===== src/design/rcc_regs.svh =====
/*
 * Register indices, field positions, codes and timing for the radio
 * calibration and configuration bank.
 * Assumes: byte address on the bus is four times the register index.
 */
`ifndef RCC_REGS_SVH
`define RCC_REGS_SVH
// ----------------------------------------
// Register indices
// ----------------------------------------
`define RCC_IDX_RATE_LO     10'h10C
`define RCC_IDX_RATE_DEV    10'h10D
`define RCC_IDX_DEV_LO      10'h10E
`define RCC_IDX_AMP_CFG     10'h114
`define RCC_IDX_MOD_CFG     10'h115
`define RCC_IDX_IMG_PHASE   10'h118
`define RCC_IDX_IMG_AMPL    10'h119
`define RCC_IDX_OPTIONS     10'h11A
`define RCC_IDX_FINE_PWR    10'h307
`define RCC_IDX_SYNTH_CTRL  10'h338
`define RCC_IDX_CAL_STATUS  10'h339
`define RCC_IDX_BAND_OVR    10'h3CB
`define RCC_IDX_AMPL_OVR    10'h3CC
`define RCC_IDX_OVR_EN      10'h3CD
`define RCC_IDX_VCO_SETUP   10'h3D0
`define RCC_IDX_OSC_SETUP   10'h3D2
`define RCC_IDX_BAND_RES    10'h3DA
`define RCC_IDX_AMPL_RES    10'h3DB
`define RCC_IDX_COMMAND     10'h3E0
// ----------------------------------------
// Fields and codes
// ----------------------------------------
`define RCC_OVR_ALL         8'h03
`define RCC_VCO_BYPASS      8'h0F
`define RCC_SYNTH_CAL_BIT   0
`define RCC_BBCAL_BIT       0
`define RCC_TRIM_F          2:0
`define RCC_TRIM_ZERO       4'h4
`define RCC_PA_SEL_BIT      0
`define RCC_COARSE_F        4:1
`define RCC_RAMP_F          7:5
`define RCC_FINE_F          5:0
`define RCC_FINE_SHIFT      2
`define RCC_FINE_OFS        6'h03
`define RCC_MOD_F           5:4
`define RCC_IF_BANDWIDTH_SELECT_F          7:6
`define RCC_IF_BANDWIDTH_SELECT_300        2'h3
`define RCC_GAUSS_BT_X10    4'h5
`define RCC_CMD_OFF         8'h00
`define RCC_CMD_ON          8'h01
`define RCC_CMD_TX          8'h02
`define RCC_CMD_RX          8'h03
// ----------------------------------------
// Timing
// ----------------------------------------
`define RCC_CLK_MHZ         250
`define RCC_VCO_CAL_US      142
`define RCC_SETTLE_US       56
`define RCC_IFCAL_US        100
`define RCC_RATE_UNIT_BPS   100
`define RCC_BIT_ACC_MOD     ((`RCC_CLK_MHZ * 1000000) / `RCC_RATE_UNIT_BPS)
`endif


===== src/design/rcc_pkg.sv =====
/*
 * Types for the radio calibration and configuration bank.
 * Assumes: included constants come from rcc_regs.svh.
 */
package rcc_pkg;
	typedef enum logic [2:0] {
		RCC_IDLE, RCC_ON_CAL, RCC_ON, RCC_VCO_CAL, RCC_SETTLE, RCC_TX,
		RCC_RX
	} rcc_state_t;
	typedef enum logic [1:0] {
		RCC_FSK2, RCC_MSK, RCC_GFSK, RCC_GMSK
	} rcc_mod_t;
	typedef struct packed {
		rcc_mod_t    modFormat;
		logic        gaussian;
		logic [3:0]  btX10;
		logic [1:0]  ifBandwidthSelect;
		logic        if300k;
		logic [11:0] deviationValue;
		logic [11:0] dataRate;
	} rcc_modem_t;
	typedef struct packed {
		logic       singleEn;
		logic       diffEn;
		logic [5:0] level;
	} rcc_pa_t;
	typedef struct packed {
		logic [7:0] band;
		logic [7:0] ampl;
		logic       calRun;
		logic       useOverride;
	} rcc_vco_t;
endpackage


===== src/design/rcc_radio_calib_config.sv =====
/*
 * APB register bank and radio sequencer: oscillator calibration or its
 * bypass, synthesizer settling, IF filter calibration, amplifier ramp.
 * Assumes: APB master per the protocol, 250 MHz core clock, analog
 * calibration measurements presented on vcoBandMeas/vcoAmplMeas.
 */
// The APB interface to the registers is this design's own decision.
`timescale 1ns/1ps
`include "rcc_regs.svh"
module rcc_radio_calib_config #(
	parameter int VCO_CAL_CYCLES = `RCC_VCO_CAL_US * `RCC_CLK_MHZ,
	parameter int SETTLE_CYCLES  = `RCC_SETTLE_US * `RCC_CLK_MHZ,
	parameter int IFCAL_CYCLES   = `RCC_IFCAL_US * `RCC_CLK_MHZ
) (
	input  wire logic               core_clk,
	input  wire logic               nrst,
	input  wire logic               psel,
	input  wire logic               penable,
	input  wire logic               pwrite,
	input  wire logic [11:0]        paddr,
	input  wire logic [31:0]        pwdata,
	output logic [31:0]             prdata,
	output logic                    pready,
	output logic                    pslverr,
	input  wire logic [7:0]         vcoBandMeas,
	input  wire logic [7:0]         vcoAmplMeas,
	output rcc_pkg::rcc_modem_t     modemCfg,
	output rcc_pkg::rcc_pa_t        paCtl,
	output rcc_pkg::rcc_vco_t       vcoCtl,
	output logic signed [3:0]       xtalPullSteps,
	output logic                    ifCalRun,
	output rcc_pkg::rcc_state_t     radioState
);
	import rcc_pkg::*;

	// ----------------------------------------
	// Declarations
	// ----------------------------------------
	logic [7:0]  rateLo_reg, rateDev_reg, devLo_reg, ampCfg_reg;
	logic [7:0]  modCfg_reg, imgPhase_reg, imgAmpl_reg, options_reg;
	logic [7:0]  synthCtrl_reg, bandOvr_reg, amplOvr_reg, ovrEn_reg;
	logic [7:0]  vcoSetup_reg, oscSetup_reg, bandRes_reg, amplRes_reg;
	logic [5:0]  fine_reg;
	logic        synthArm_reg;
	logic        vcoDone_reg, ifDone_reg;
	rcc_state_t  state_reg;
	logic [15:0] cnt_reg;
	logic [21:0] acc_reg;
	logic [5:0]  level_reg;
	logic [9:0]  idx;
	logic        wrEn, setup, mapped, readOnly, bypass, bitTick;
	logic        cmdOn, cmdTx, cmdRx, cmdOff, cmdTrx, wantTx_reg;
	logic [22:0] accSum;
	logic [7:0]  rampStep;
	logic [7:0]  levelUp;
	logic [5:0]  target;

	assign idx   = paddr[11:2];
	assign setup = psel && !penable;
	assign wrEn  = psel && penable && pwrite && mapped && !readOnly;

	// ----------------------------------------
	// APB decode and answer
	// ----------------------------------------
	// Known indices; result registers and status are read-only
	always_comb begin
		mapped   = 1'b1;
		readOnly = 1'b0;
		unique case (idx)
			`RCC_IDX_RATE_LO, `RCC_IDX_RATE_DEV, `RCC_IDX_DEV_LO,
			`RCC_IDX_AMP_CFG, `RCC_IDX_MOD_CFG, `RCC_IDX_IMG_PHASE,
			`RCC_IDX_IMG_AMPL, `RCC_IDX_OPTIONS, `RCC_IDX_FINE_PWR,
			`RCC_IDX_SYNTH_CTRL, `RCC_IDX_BAND_OVR, `RCC_IDX_AMPL_OVR,
			`RCC_IDX_OVR_EN, `RCC_IDX_VCO_SETUP, `RCC_IDX_OSC_SETUP,
			`RCC_IDX_COMMAND: mapped = 1'b1;
			`RCC_IDX_CAL_STATUS, `RCC_IDX_BAND_RES,
			`RCC_IDX_AMPL_RES: readOnly = 1'b1;
			default: mapped = 1'b0;
		endcase
	end

	// Zero wait states; error on unmapped or read-only write
	assign pready  = 1'b1;
	assign pslverr = psel && penable && (!mapped || (pwrite && readOnly));

	// Read data captured in the setup cycle
	always_ff @(posedge core_clk or negedge nrst) begin
		if (!nrst) begin
			prdata <= 32'h0000_0000;
		end else if (setup) begin
			prdata <= 32'h0000_0000;
			unique case (idx)
				`RCC_IDX_RATE_LO:    prdata[7:0] <= rateLo_reg;
				`RCC_IDX_RATE_DEV:   prdata[7:0] <= rateDev_reg;
				`RCC_IDX_DEV_LO:     prdata[7:0] <= devLo_reg;
				`RCC_IDX_AMP_CFG:    prdata[7:0] <= ampCfg_reg;
				`RCC_IDX_MOD_CFG:    prdata[7:0] <= modCfg_reg;
				`RCC_IDX_IMG_PHASE:  prdata[7:0] <= imgPhase_reg;
				`RCC_IDX_IMG_AMPL:   prdata[7:0] <= imgAmpl_reg;
				`RCC_IDX_OPTIONS:    prdata[7:0] <= options_reg;
				`RCC_IDX_FINE_PWR:   prdata[5:0] <= fine_reg;
				`RCC_IDX_SYNTH_CTRL: prdata[7:0] <= synthCtrl_reg;
				`RCC_IDX_CAL_STATUS: prdata[7:0] <= {1'b0, state_reg,
					2'b00, ifDone_reg, vcoDone_reg};
				`RCC_IDX_BAND_OVR:   prdata[7:0] <= bandOvr_reg;
				`RCC_IDX_AMPL_OVR:   prdata[7:0] <= amplOvr_reg;
				`RCC_IDX_OVR_EN:     prdata[7:0] <= ovrEn_reg;
				`RCC_IDX_VCO_SETUP:  prdata[7:0] <= vcoSetup_reg;
				`RCC_IDX_OSC_SETUP:  prdata[7:0] <= oscSetup_reg;
				`RCC_IDX_BAND_RES:   prdata[7:0] <= bandRes_reg;
				`RCC_IDX_AMPL_RES:   prdata[7:0] <= amplRes_reg;
				default:             prdata <= 32'h0000_0000;
			endcase
		end
	end

	// ----------------------------------------
	// Configuration registers
	// ----------------------------------------
	// Plain read/write storage
	always_ff @(posedge core_clk or negedge nrst) begin
		if (!nrst) begin
			rateLo_reg    <= 8'h00;
			rateDev_reg   <= 8'h00;
			devLo_reg     <= 8'h00;
			ampCfg_reg    <= 8'h00;
			modCfg_reg    <= 8'h00;
			imgPhase_reg  <= 8'h00;
			imgAmpl_reg   <= 8'h00;
			options_reg   <= 8'h00;
			synthCtrl_reg <= 8'h00;
			bandOvr_reg   <= 8'h00;
			amplOvr_reg   <= 8'h00;
			ovrEn_reg     <= 8'h00;
			vcoSetup_reg  <= 8'h00;
			oscSetup_reg  <= 8'h00;
		end else if (wrEn) begin
			unique case (idx)
				`RCC_IDX_RATE_LO:    rateLo_reg <= pwdata[7:0];
				`RCC_IDX_RATE_DEV:   rateDev_reg <= pwdata[7:0];
				`RCC_IDX_DEV_LO:     devLo_reg <= pwdata[7:0];
				`RCC_IDX_AMP_CFG:    ampCfg_reg <= pwdata[7:0];
				`RCC_IDX_MOD_CFG:    modCfg_reg <= pwdata[7:0];
				`RCC_IDX_IMG_PHASE:  imgPhase_reg <= pwdata[7:0];
				`RCC_IDX_IMG_AMPL:   imgAmpl_reg <= pwdata[7:0];
				`RCC_IDX_OPTIONS:    options_reg <= pwdata[7:0];
				`RCC_IDX_SYNTH_CTRL: synthCtrl_reg <= pwdata[7:0];
				`RCC_IDX_BAND_OVR:   bandOvr_reg <= pwdata[7:0];
				`RCC_IDX_AMPL_OVR:   amplOvr_reg <= pwdata[7:0];
				`RCC_IDX_OVR_EN:     ovrEn_reg <= pwdata[7:0];
				`RCC_IDX_VCO_SETUP:  vcoSetup_reg <= pwdata[7:0];
				`RCC_IDX_OSC_SETUP:  oscSetup_reg <= pwdata[7:0];
				default: ;
			endcase
		end
	end

	// Fine level: direct write, or derived from a coarse write
	always_ff @(posedge core_clk or negedge nrst) begin
		if (!nrst) begin
			fine_reg <= 6'h00;
		end else if (wrEn && idx == `RCC_IDX_FINE_PWR) begin
			fine_reg <= pwdata[`RCC_FINE_F];
		end else if (wrEn && idx == `RCC_IDX_AMP_CFG) begin
			fine_reg <= (6'(pwdata[`RCC_COARSE_F]) << `RCC_FINE_SHIFT)
				+ `RCC_FINE_OFS;
		end
	end

	// Bypass arms only on a 0-to-1 write of the calibration enable
	always_ff @(posedge core_clk or negedge nrst) begin
		if (!nrst) begin
			synthArm_reg <= 1'b0;
		end else if (wrEn && idx == `RCC_IDX_SYNTH_CTRL) begin
			synthArm_reg <= pwdata[`RCC_SYNTH_CAL_BIT] &&
				!synthCtrl_reg[`RCC_SYNTH_CAL_BIT];
			if (pwdata[`RCC_SYNTH_CAL_BIT] && synthArm_reg)
				synthArm_reg <= 1'b1;
		end
	end

	assign bypass = synthArm_reg && ovrEn_reg == `RCC_OVR_ALL &&
		vcoSetup_reg == `RCC_VCO_BYPASS;

	// ----------------------------------------
	// Commands and sequencer
	// ----------------------------------------
	assign cmdOn  = wrEn && idx == `RCC_IDX_COMMAND &&
		pwdata[7:0] == `RCC_CMD_ON;
	assign cmdTx  = wrEn && idx == `RCC_IDX_COMMAND &&
		pwdata[7:0] == `RCC_CMD_TX;
	assign cmdRx  = wrEn && idx == `RCC_IDX_COMMAND &&
		pwdata[7:0] == `RCC_CMD_RX;
	assign cmdOff = wrEn && idx == `RCC_IDX_COMMAND &&
		pwdata[7:0] == `RCC_CMD_OFF;
	assign cmdTrx = cmdTx || cmdRx;

	// Radio state, phase counter and requested direction
	always_ff @(posedge core_clk or negedge nrst) begin
		if (!nrst) begin
			state_reg  <= RCC_IDLE;
			cnt_reg    <= 16'h0000;
			wantTx_reg <= 1'b0;
		end else begin
			cnt_reg <= cnt_reg + 16'h0001;
			if (cmdTrx)
				wantTx_reg <= cmdTx;
			unique case (state_reg)
				RCC_IDLE: begin
					if (cmdOn) begin
						cnt_reg <= 16'h0000;
						state_reg <= options_reg[`RCC_BBCAL_BIT] ?
							RCC_ON_CAL : RCC_ON;
					end
				end
				RCC_ON_CAL: begin
					if (cmdOff)
						state_reg <= RCC_IDLE;
					else if (cnt_reg == 16'(IFCAL_CYCLES - 1))
						state_reg <= RCC_ON;
				end
				RCC_ON, RCC_TX, RCC_RX: begin
					if (cmdOff) begin
						state_reg <= RCC_IDLE;
					end else if (cmdOn) begin
						state_reg <= RCC_ON;
					end else if (cmdTrx) begin
						cnt_reg <= 16'h0000;
						state_reg <= bypass ? RCC_SETTLE
							: RCC_VCO_CAL;
					end
				end
				RCC_VCO_CAL: begin
					if (cmdOff) begin
						state_reg <= RCC_IDLE;
					end else if (cnt_reg == 16'(VCO_CAL_CYCLES - 1)) begin
						cnt_reg <= 16'h0000;
						state_reg <= RCC_SETTLE;
					end
				end
				RCC_SETTLE: begin
					if (cmdOff)
						state_reg <= RCC_IDLE;
					else if (cnt_reg == 16'(SETTLE_CYCLES - 1))
						state_reg <= wantTx_reg ? RCC_TX : RCC_RX;
				end
			endcase
		end
	end

	// Calibration results and completion flags
	always_ff @(posedge core_clk or negedge nrst) begin
		if (!nrst) begin
			bandRes_reg <= 8'h00;
			amplRes_reg <= 8'h00;
			vcoDone_reg <= 1'b0;
			ifDone_reg  <= 1'b0;
		end else begin
			if (state_reg == RCC_VCO_CAL &&
					cnt_reg == 16'(VCO_CAL_CYCLES - 1)) begin
				bandRes_reg <= vcoBandMeas;
				amplRes_reg <= vcoAmplMeas;
				vcoDone_reg <= 1'b1;
			end else if (cmdTrx) begin
				vcoDone_reg <= 1'b0;
			end
			if (state_reg == RCC_ON_CAL &&
					cnt_reg == 16'(IFCAL_CYCLES - 1))
				ifDone_reg <= 1'b1;
			else if (cmdOn && state_reg == RCC_IDLE)
				ifDone_reg <= 1'b0;
		end
	end

	// ----------------------------------------
	// Amplifier ramp
	// ----------------------------------------
	// Bit-rate tick from a phase accumulator on the data rate
	assign accSum  = {11'h000, rateDev_reg[3:0], rateLo_reg} +
		{1'b0, acc_reg};
	assign bitTick = accSum >= 23'(`RCC_BIT_ACC_MOD);
	always_ff @(posedge core_clk or negedge nrst) begin
		if (!nrst)
			acc_reg <= 22'h000000;
		else
			acc_reg <= bitTick ? 22'(accSum - 23'(`RCC_BIT_ACC_MOD))
				: accSum[21:0];
	end

	// Move toward target by 2^ramp codes per bit period
	// Step is eight bits wide so the fastest rate, 128 codes, keeps its bit
	assign target   = state_reg == RCC_TX ? fine_reg : 6'h00;
	assign rampStep = 8'h01 << ampCfg_reg[`RCC_RAMP_F];
	assign levelUp  = {2'b00, level_reg} + rampStep;
	always_ff @(posedge core_clk or negedge nrst) begin
		if (!nrst) begin
			level_reg <= 6'h00;
		end else if (bitTick) begin
			if (level_reg < target)
				level_reg <= levelUp > {2'b00, target} ? target
					: levelUp[5:0];
			else if ({2'b00, level_reg} > {2'b00, target} + rampStep)
				level_reg <= level_reg - rampStep[5:0];
			else
				level_reg <= target;
		end
	end

	// ----------------------------------------
	// Outputs
	// ----------------------------------------
	assign paCtl.level    = level_reg;
	assign paCtl.singleEn = level_reg != 6'h00 &&
		!ampCfg_reg[`RCC_PA_SEL_BIT];
	assign paCtl.diffEn   = level_reg != 6'h00 &&
		ampCfg_reg[`RCC_PA_SEL_BIT];
	assign modemCfg.modFormat = rcc_mod_t'(modCfg_reg[`RCC_MOD_F]);
	assign modemCfg.gaussian  = modCfg_reg[`RCC_MOD_F] == RCC_GFSK ||
		modCfg_reg[`RCC_MOD_F] == RCC_GMSK;
	assign modemCfg.btX10     = `RCC_GAUSS_BT_X10;
	assign modemCfg.ifBandwidthSelect = modCfg_reg[`RCC_IF_BANDWIDTH_SELECT_F];
	assign modemCfg.if300k    = modCfg_reg[`RCC_IF_BANDWIDTH_SELECT_F] ==
		`RCC_IF_BANDWIDTH_SELECT_300;
	assign modemCfg.deviationValue = {rateDev_reg[7:4], devLo_reg};
	assign modemCfg.dataRate  = {rateDev_reg[3:0], rateLo_reg};
	assign vcoCtl.useOverride = ovrEn_reg == `RCC_OVR_ALL;
	assign vcoCtl.band   = vcoCtl.useOverride ? bandOvr_reg
		: bandRes_reg;
	assign vcoCtl.ampl   = vcoCtl.useOverride ? amplOvr_reg
		: amplRes_reg;
	assign vcoCtl.calRun = state_reg == RCC_VCO_CAL;
	assign xtalPullSteps = `RCC_TRIM_ZERO -
		{1'b0, oscSetup_reg[`RCC_TRIM_F]};
	assign ifCalRun      = state_reg == RCC_ON_CAL;
	assign radioState    = state_reg;
endmodule


===== config.mk =====
export PLATFORM = sky130hd
export DESIGN_NAME = rcc_radio_calib_config
export DESIGN_NICKNAME = d
export VERILOG_FILES = /design/src/design/rcc_pkg.sv /design/src/design/rcc_radio_calib_config.sv
export VERILOG_INCLUDE_DIRS = /design/src /design/src/design
export SDC_FILE = /design/constraint.sdc
export NUM_CORES = 1
export LEC_CHECK = 0
export BUFFER_PORTS_ARGS = -buffer_cell sky130_fd_sc_hd__clkbuf_2
export CAP_MARGIN = 10
export CORE_MARGIN = 8
export CORE_UTILIZATION = 38
export CTS_CLUSTER_DIAMETER = 150
export DETAILED_ROUTE_END_ITERATION = 8
export PLACE_DENSITY = 0.54
export SLEW_MARGIN = 20
export SYNTH_ARGS = -nofsm -noshare
export SYNTH_HDL_FRONTEND = slang
export SYNTH_SLANG_ARGS = --single-unit

===== constraint.sdc =====
create_clock -name core_clk -period 4.73 [get_ports core_clk]
set_input_delay 0.946 -clock core_clk [delete_from_list [all_inputs] [get_ports core_clk]]
set_output_delay 0.946 -clock core_clk [all_outputs]
set_load 0.05 [all_outputs]

==> metrics.md <==
| Metric | Value |
|---|---|
| Peak Freq | 243.9 MHz |
| Initial antenna violation count | 1 |
| Mapped Avg Cell Area | 9.712 um2 |
| Post-detail-place hpwl | 27100 um |
| DRC Markers | 0 |
| Sequential share of the synthesized area | 40.59% |
| CP Launch Point | ampCfg_reg[5] |
| Setup bufs post-CTS | 0 |
| Asr flop ratio synth | 100.0% |
| H-tree depth | 4 |
| Setup WS post-layout | 0.6298 ns |
| Synth Instances | 1225 |
| Post-synth EDFFs | 0 |
| Crit path launch type | register |
| Synth Area in Adders | 5.931% |
| # rows | 64 |
| Share of layout cells above drive strength 1 | 23.61% |
| # diodes | 0 |
| Post-Place Cells | 1711 |
| Non-filler instance count after layout | 1743 |
| Commonest non-fill, non-tap cell in the layout | dfrtp_1 |
| Vias | 9835 |
| Die area | 37230 um2 |
| Crit path required time | 5.12 ns |
| Post-cts sizing count | 0 |
| Synth top area share | 40.59% |
| Worst clock skew | 0.01619 ns |
| Power Dens Cells | 275.3 nW/um2 |
| RSZ-0062 raised after global routing | false |
| I/O Pins | 167 |
| Hold Slack | 0.4684 ns |
| Status | finished clean |
| Fin crit share | 86.69% |
| Critical path class | register to register |
| Main area contributors after synthesis | dfrtp_1 (41%), mux2_2 (12%), ha_1 (5.3%) |
| Multiplexer share of the synthesized area | 11.89% |
| CP max FO | 10 |
| Largest family of logic cells by synthesized area | simple AND/OR/NAND/NOR gates |
| Fin. Hold Viols | 0 |
| Clock slew at reported path FFs | 0.07 ns |
| CP cell instances | or3b_2 -> inv_1 -> ha_1 -> a21o_1 -> a21oi_1 -> o22ai_1 -> nor2_1 -> xor2_1 -> ha_1 -> nand4_1 -> o21ai_0 -> nor4_1 -> nor2b_1 -> a221oi_1 -> mux2_2 |
| Worst Setup End Kind | register |
| Vias in the first global route | 9674 |
| Routed Antenna Nets | 0 |
| Rel. slew slack | 35.09% |
| First-pass GRT wire length | 56910 um |
| Die extent in y | 192.9 um |
| FILL cells | 3015 |
| TritonRoute pass-1 iters | 5 |
| Nets | 1453 |
| Placeable Area | 30750 um2 |
| RD Place Congestion | 0.9085 |
| Ys Warns | 0 |
| Starting DRT DRC Count | 737 |
| Met2 Track Usage GR | 31.26% |
| Most frequent cells in the layout | dfrtp_1 (193), nand2_1 (155), mux2_2 (123), clkbuf_2 (110), nor2_1 (87) |
| Largest register FFs | 22 |
| Crit-path max cell delay | 0.57 ns |
| Compound-gate portion of the synthesized area | 14.70% |
| CTS buffer count | 17 |
| TNS Setup | 0 ns |
| Setup WS pre-CTS | 0.5702 ns |
| Met1 usage | 27.75% |
| Post-synth top area cell | dfrtp_1 |
| Leak | 6.654 nW |
| Worst Hold Class | register to register |
| Max stage delay cell, worst path | dfrtp_1 |
| Worst Reg-to-Reg Cells | 15 |
| Design Area, Final | 13460 um2 |
| Total global routing track utilization | 19.78% |
| Simple-gate area share of the yosys netlist | 18.25% |
| Area delta synth->final | 13.12% |
| Final wirelength | 36400 um |
| Reg-to-reg critical path startpoint | ampCfg_reg[5] |
| Count of unique library cells instantiated by Yosys | 88 |
| Vias/cell | 5.643 |
| Most used routing layer | met2 |
| Met3 Track Usage GR | 3.561% |
| Max_cap viols | 0 |
| Initial Utilization | 38.69% |
| TritonCTS clock tree | yes |
| Largest net degree at the start of global routing | 128 |
| Fin util | 43.77% |
| Cts hold-fix bufs | 0 |
| CP endpoint | level_reg[4] |
| CP dominant cell by count | ha_1 |
| Die W | 192.9 um |
| R2r endpoint | level_reg[4] |
| Max-slew violation count | 0 |
| #FFs+latches synth | 193 |
| Period minus WS final | 4.100 ns |
| VDD IR-drop max | 257.6 uV |
| Worst-margin pin slew | 0.9737 ns |
| Crit path DAT | 4.49 ns |
| CTS Sinks | 193 |
| Clk_lat worst skew | 0.45 ns |
| Wire per inst | 20.88 um |
| Main flop type after synthesis | dfrtp_1 |
| CTS Buffer Depth | 2 |
| Root buffer cell | clkbuf_16 |
| # setup viols final | 0 |
| GR Overflow Total | 0 |
| R2r setup slk | 0.63 ns |
| Mapped cell area | 11900 um2 |
| PortBufs | 111 |
| Area after DPL | 12830 um2 |
| Synth Area in XOR/XNOR | 3.607% |
| Power Total | 3.705 mW |
[routing by layer]
layer	vias up	share of wire, %
met4	2	1.2
li1	4609	-
met3	24	5.2
met1	4905	47
met2	295	46
met5	-	0.036
[cell usage after synthesis, types with 3 or more instances]
cell      instances
dfrtp_1         193
nand2_1         155
mux2_2          123
nor2_1           87
ha_1             50
a22oi_1          49
inv_1            41
o21ai_0          39
nand3_1          38
a21oi_1          37
buf_4            35
xnor2_1          34
clkbuf_1         30
nor3_1           25
nand4_1          23
nand2b_1         15
xor2_1           15
nor4_1           14
a21o_1           13
nor2b_1          13
and3_1           12
a221oi_1         10
o21a_1           10
or3_1             9
a22o_1            8
and2_1            8
o211ai_1          8
a211oi_1          7
a31oi_1           7
buf_2             7
o31ai_1           6
or2_2             6
a222oi_1          4
fa_1              4
nand4b_1          4
o21ai_1           4
o22a_1            4
a21boi_0          3
a21oi_2           3
mux2i_1           3
nand3b_1          3
o21bai_1          3
[layout make-up]
cell class / count / area [um2] / area share, %
multi-input combinational: 943 / 6579 / 48.88
clock buffer: 20 / 446.7 / 3.319
timing repair buffer: 137 / 773.2 / 5.745
tap: 396 / 495.5 / 3.681
clock inverter: 12 / 177.7 / 1.320
inverter: 42 / 157.7 / 1.171
sequential: 193 / 4830 / 35.88
[critical path: cells and delay by family, from the launching register on]
kind            cells  cell delay [ns]
xor+xnor            1             0.16
simple gates        5             1.47
fa+ha+maj           2             0.50
compound gates      5             0.96
buf+inv             1             0.16
mux                 1             0.20
flops               1             0.57
[worst min path at each step]
stage,from,to,slack [ns],depth (start not counted)
2_1_floorplan,cnt_reg[0],cnt_reg[0],0.43,1
3_3_place_gp,cnt_reg[0],cnt_reg[0],0.45,1
3_5_place_dp,cnt_reg[0],cnt_reg[0],0.46,1
4_1_cts,cnt_reg[0],cnt_reg[0],0.47,1
5_1_grt,cnt_reg[0],cnt_reg[0],0.50,1
6_report,cnt_reg[0],cnt_reg[0],0.47,1
[cell families after synthesis]
logic type | Yosys count
DFF | 193
other | 2
and+or+nand+nor | 440
AOI/OAI and AO/OA | 245
xor gates and xnor gates | 49
adders and majority gates | 54
muxes | 126
buffers and inverters | 116
[power breakdown]
group	switching (mW)	internal (mW)	leakage (nW)	total, mW
sequential	0.00768	1.67	2.67	1.67
clock	0.673	0.905	0.310	1.58
combinational	0.348	0.106	3.67	0.455
total	1.03	2.68	6.65	3.71
Note: power is estimated with default switching activity, not from simulation.
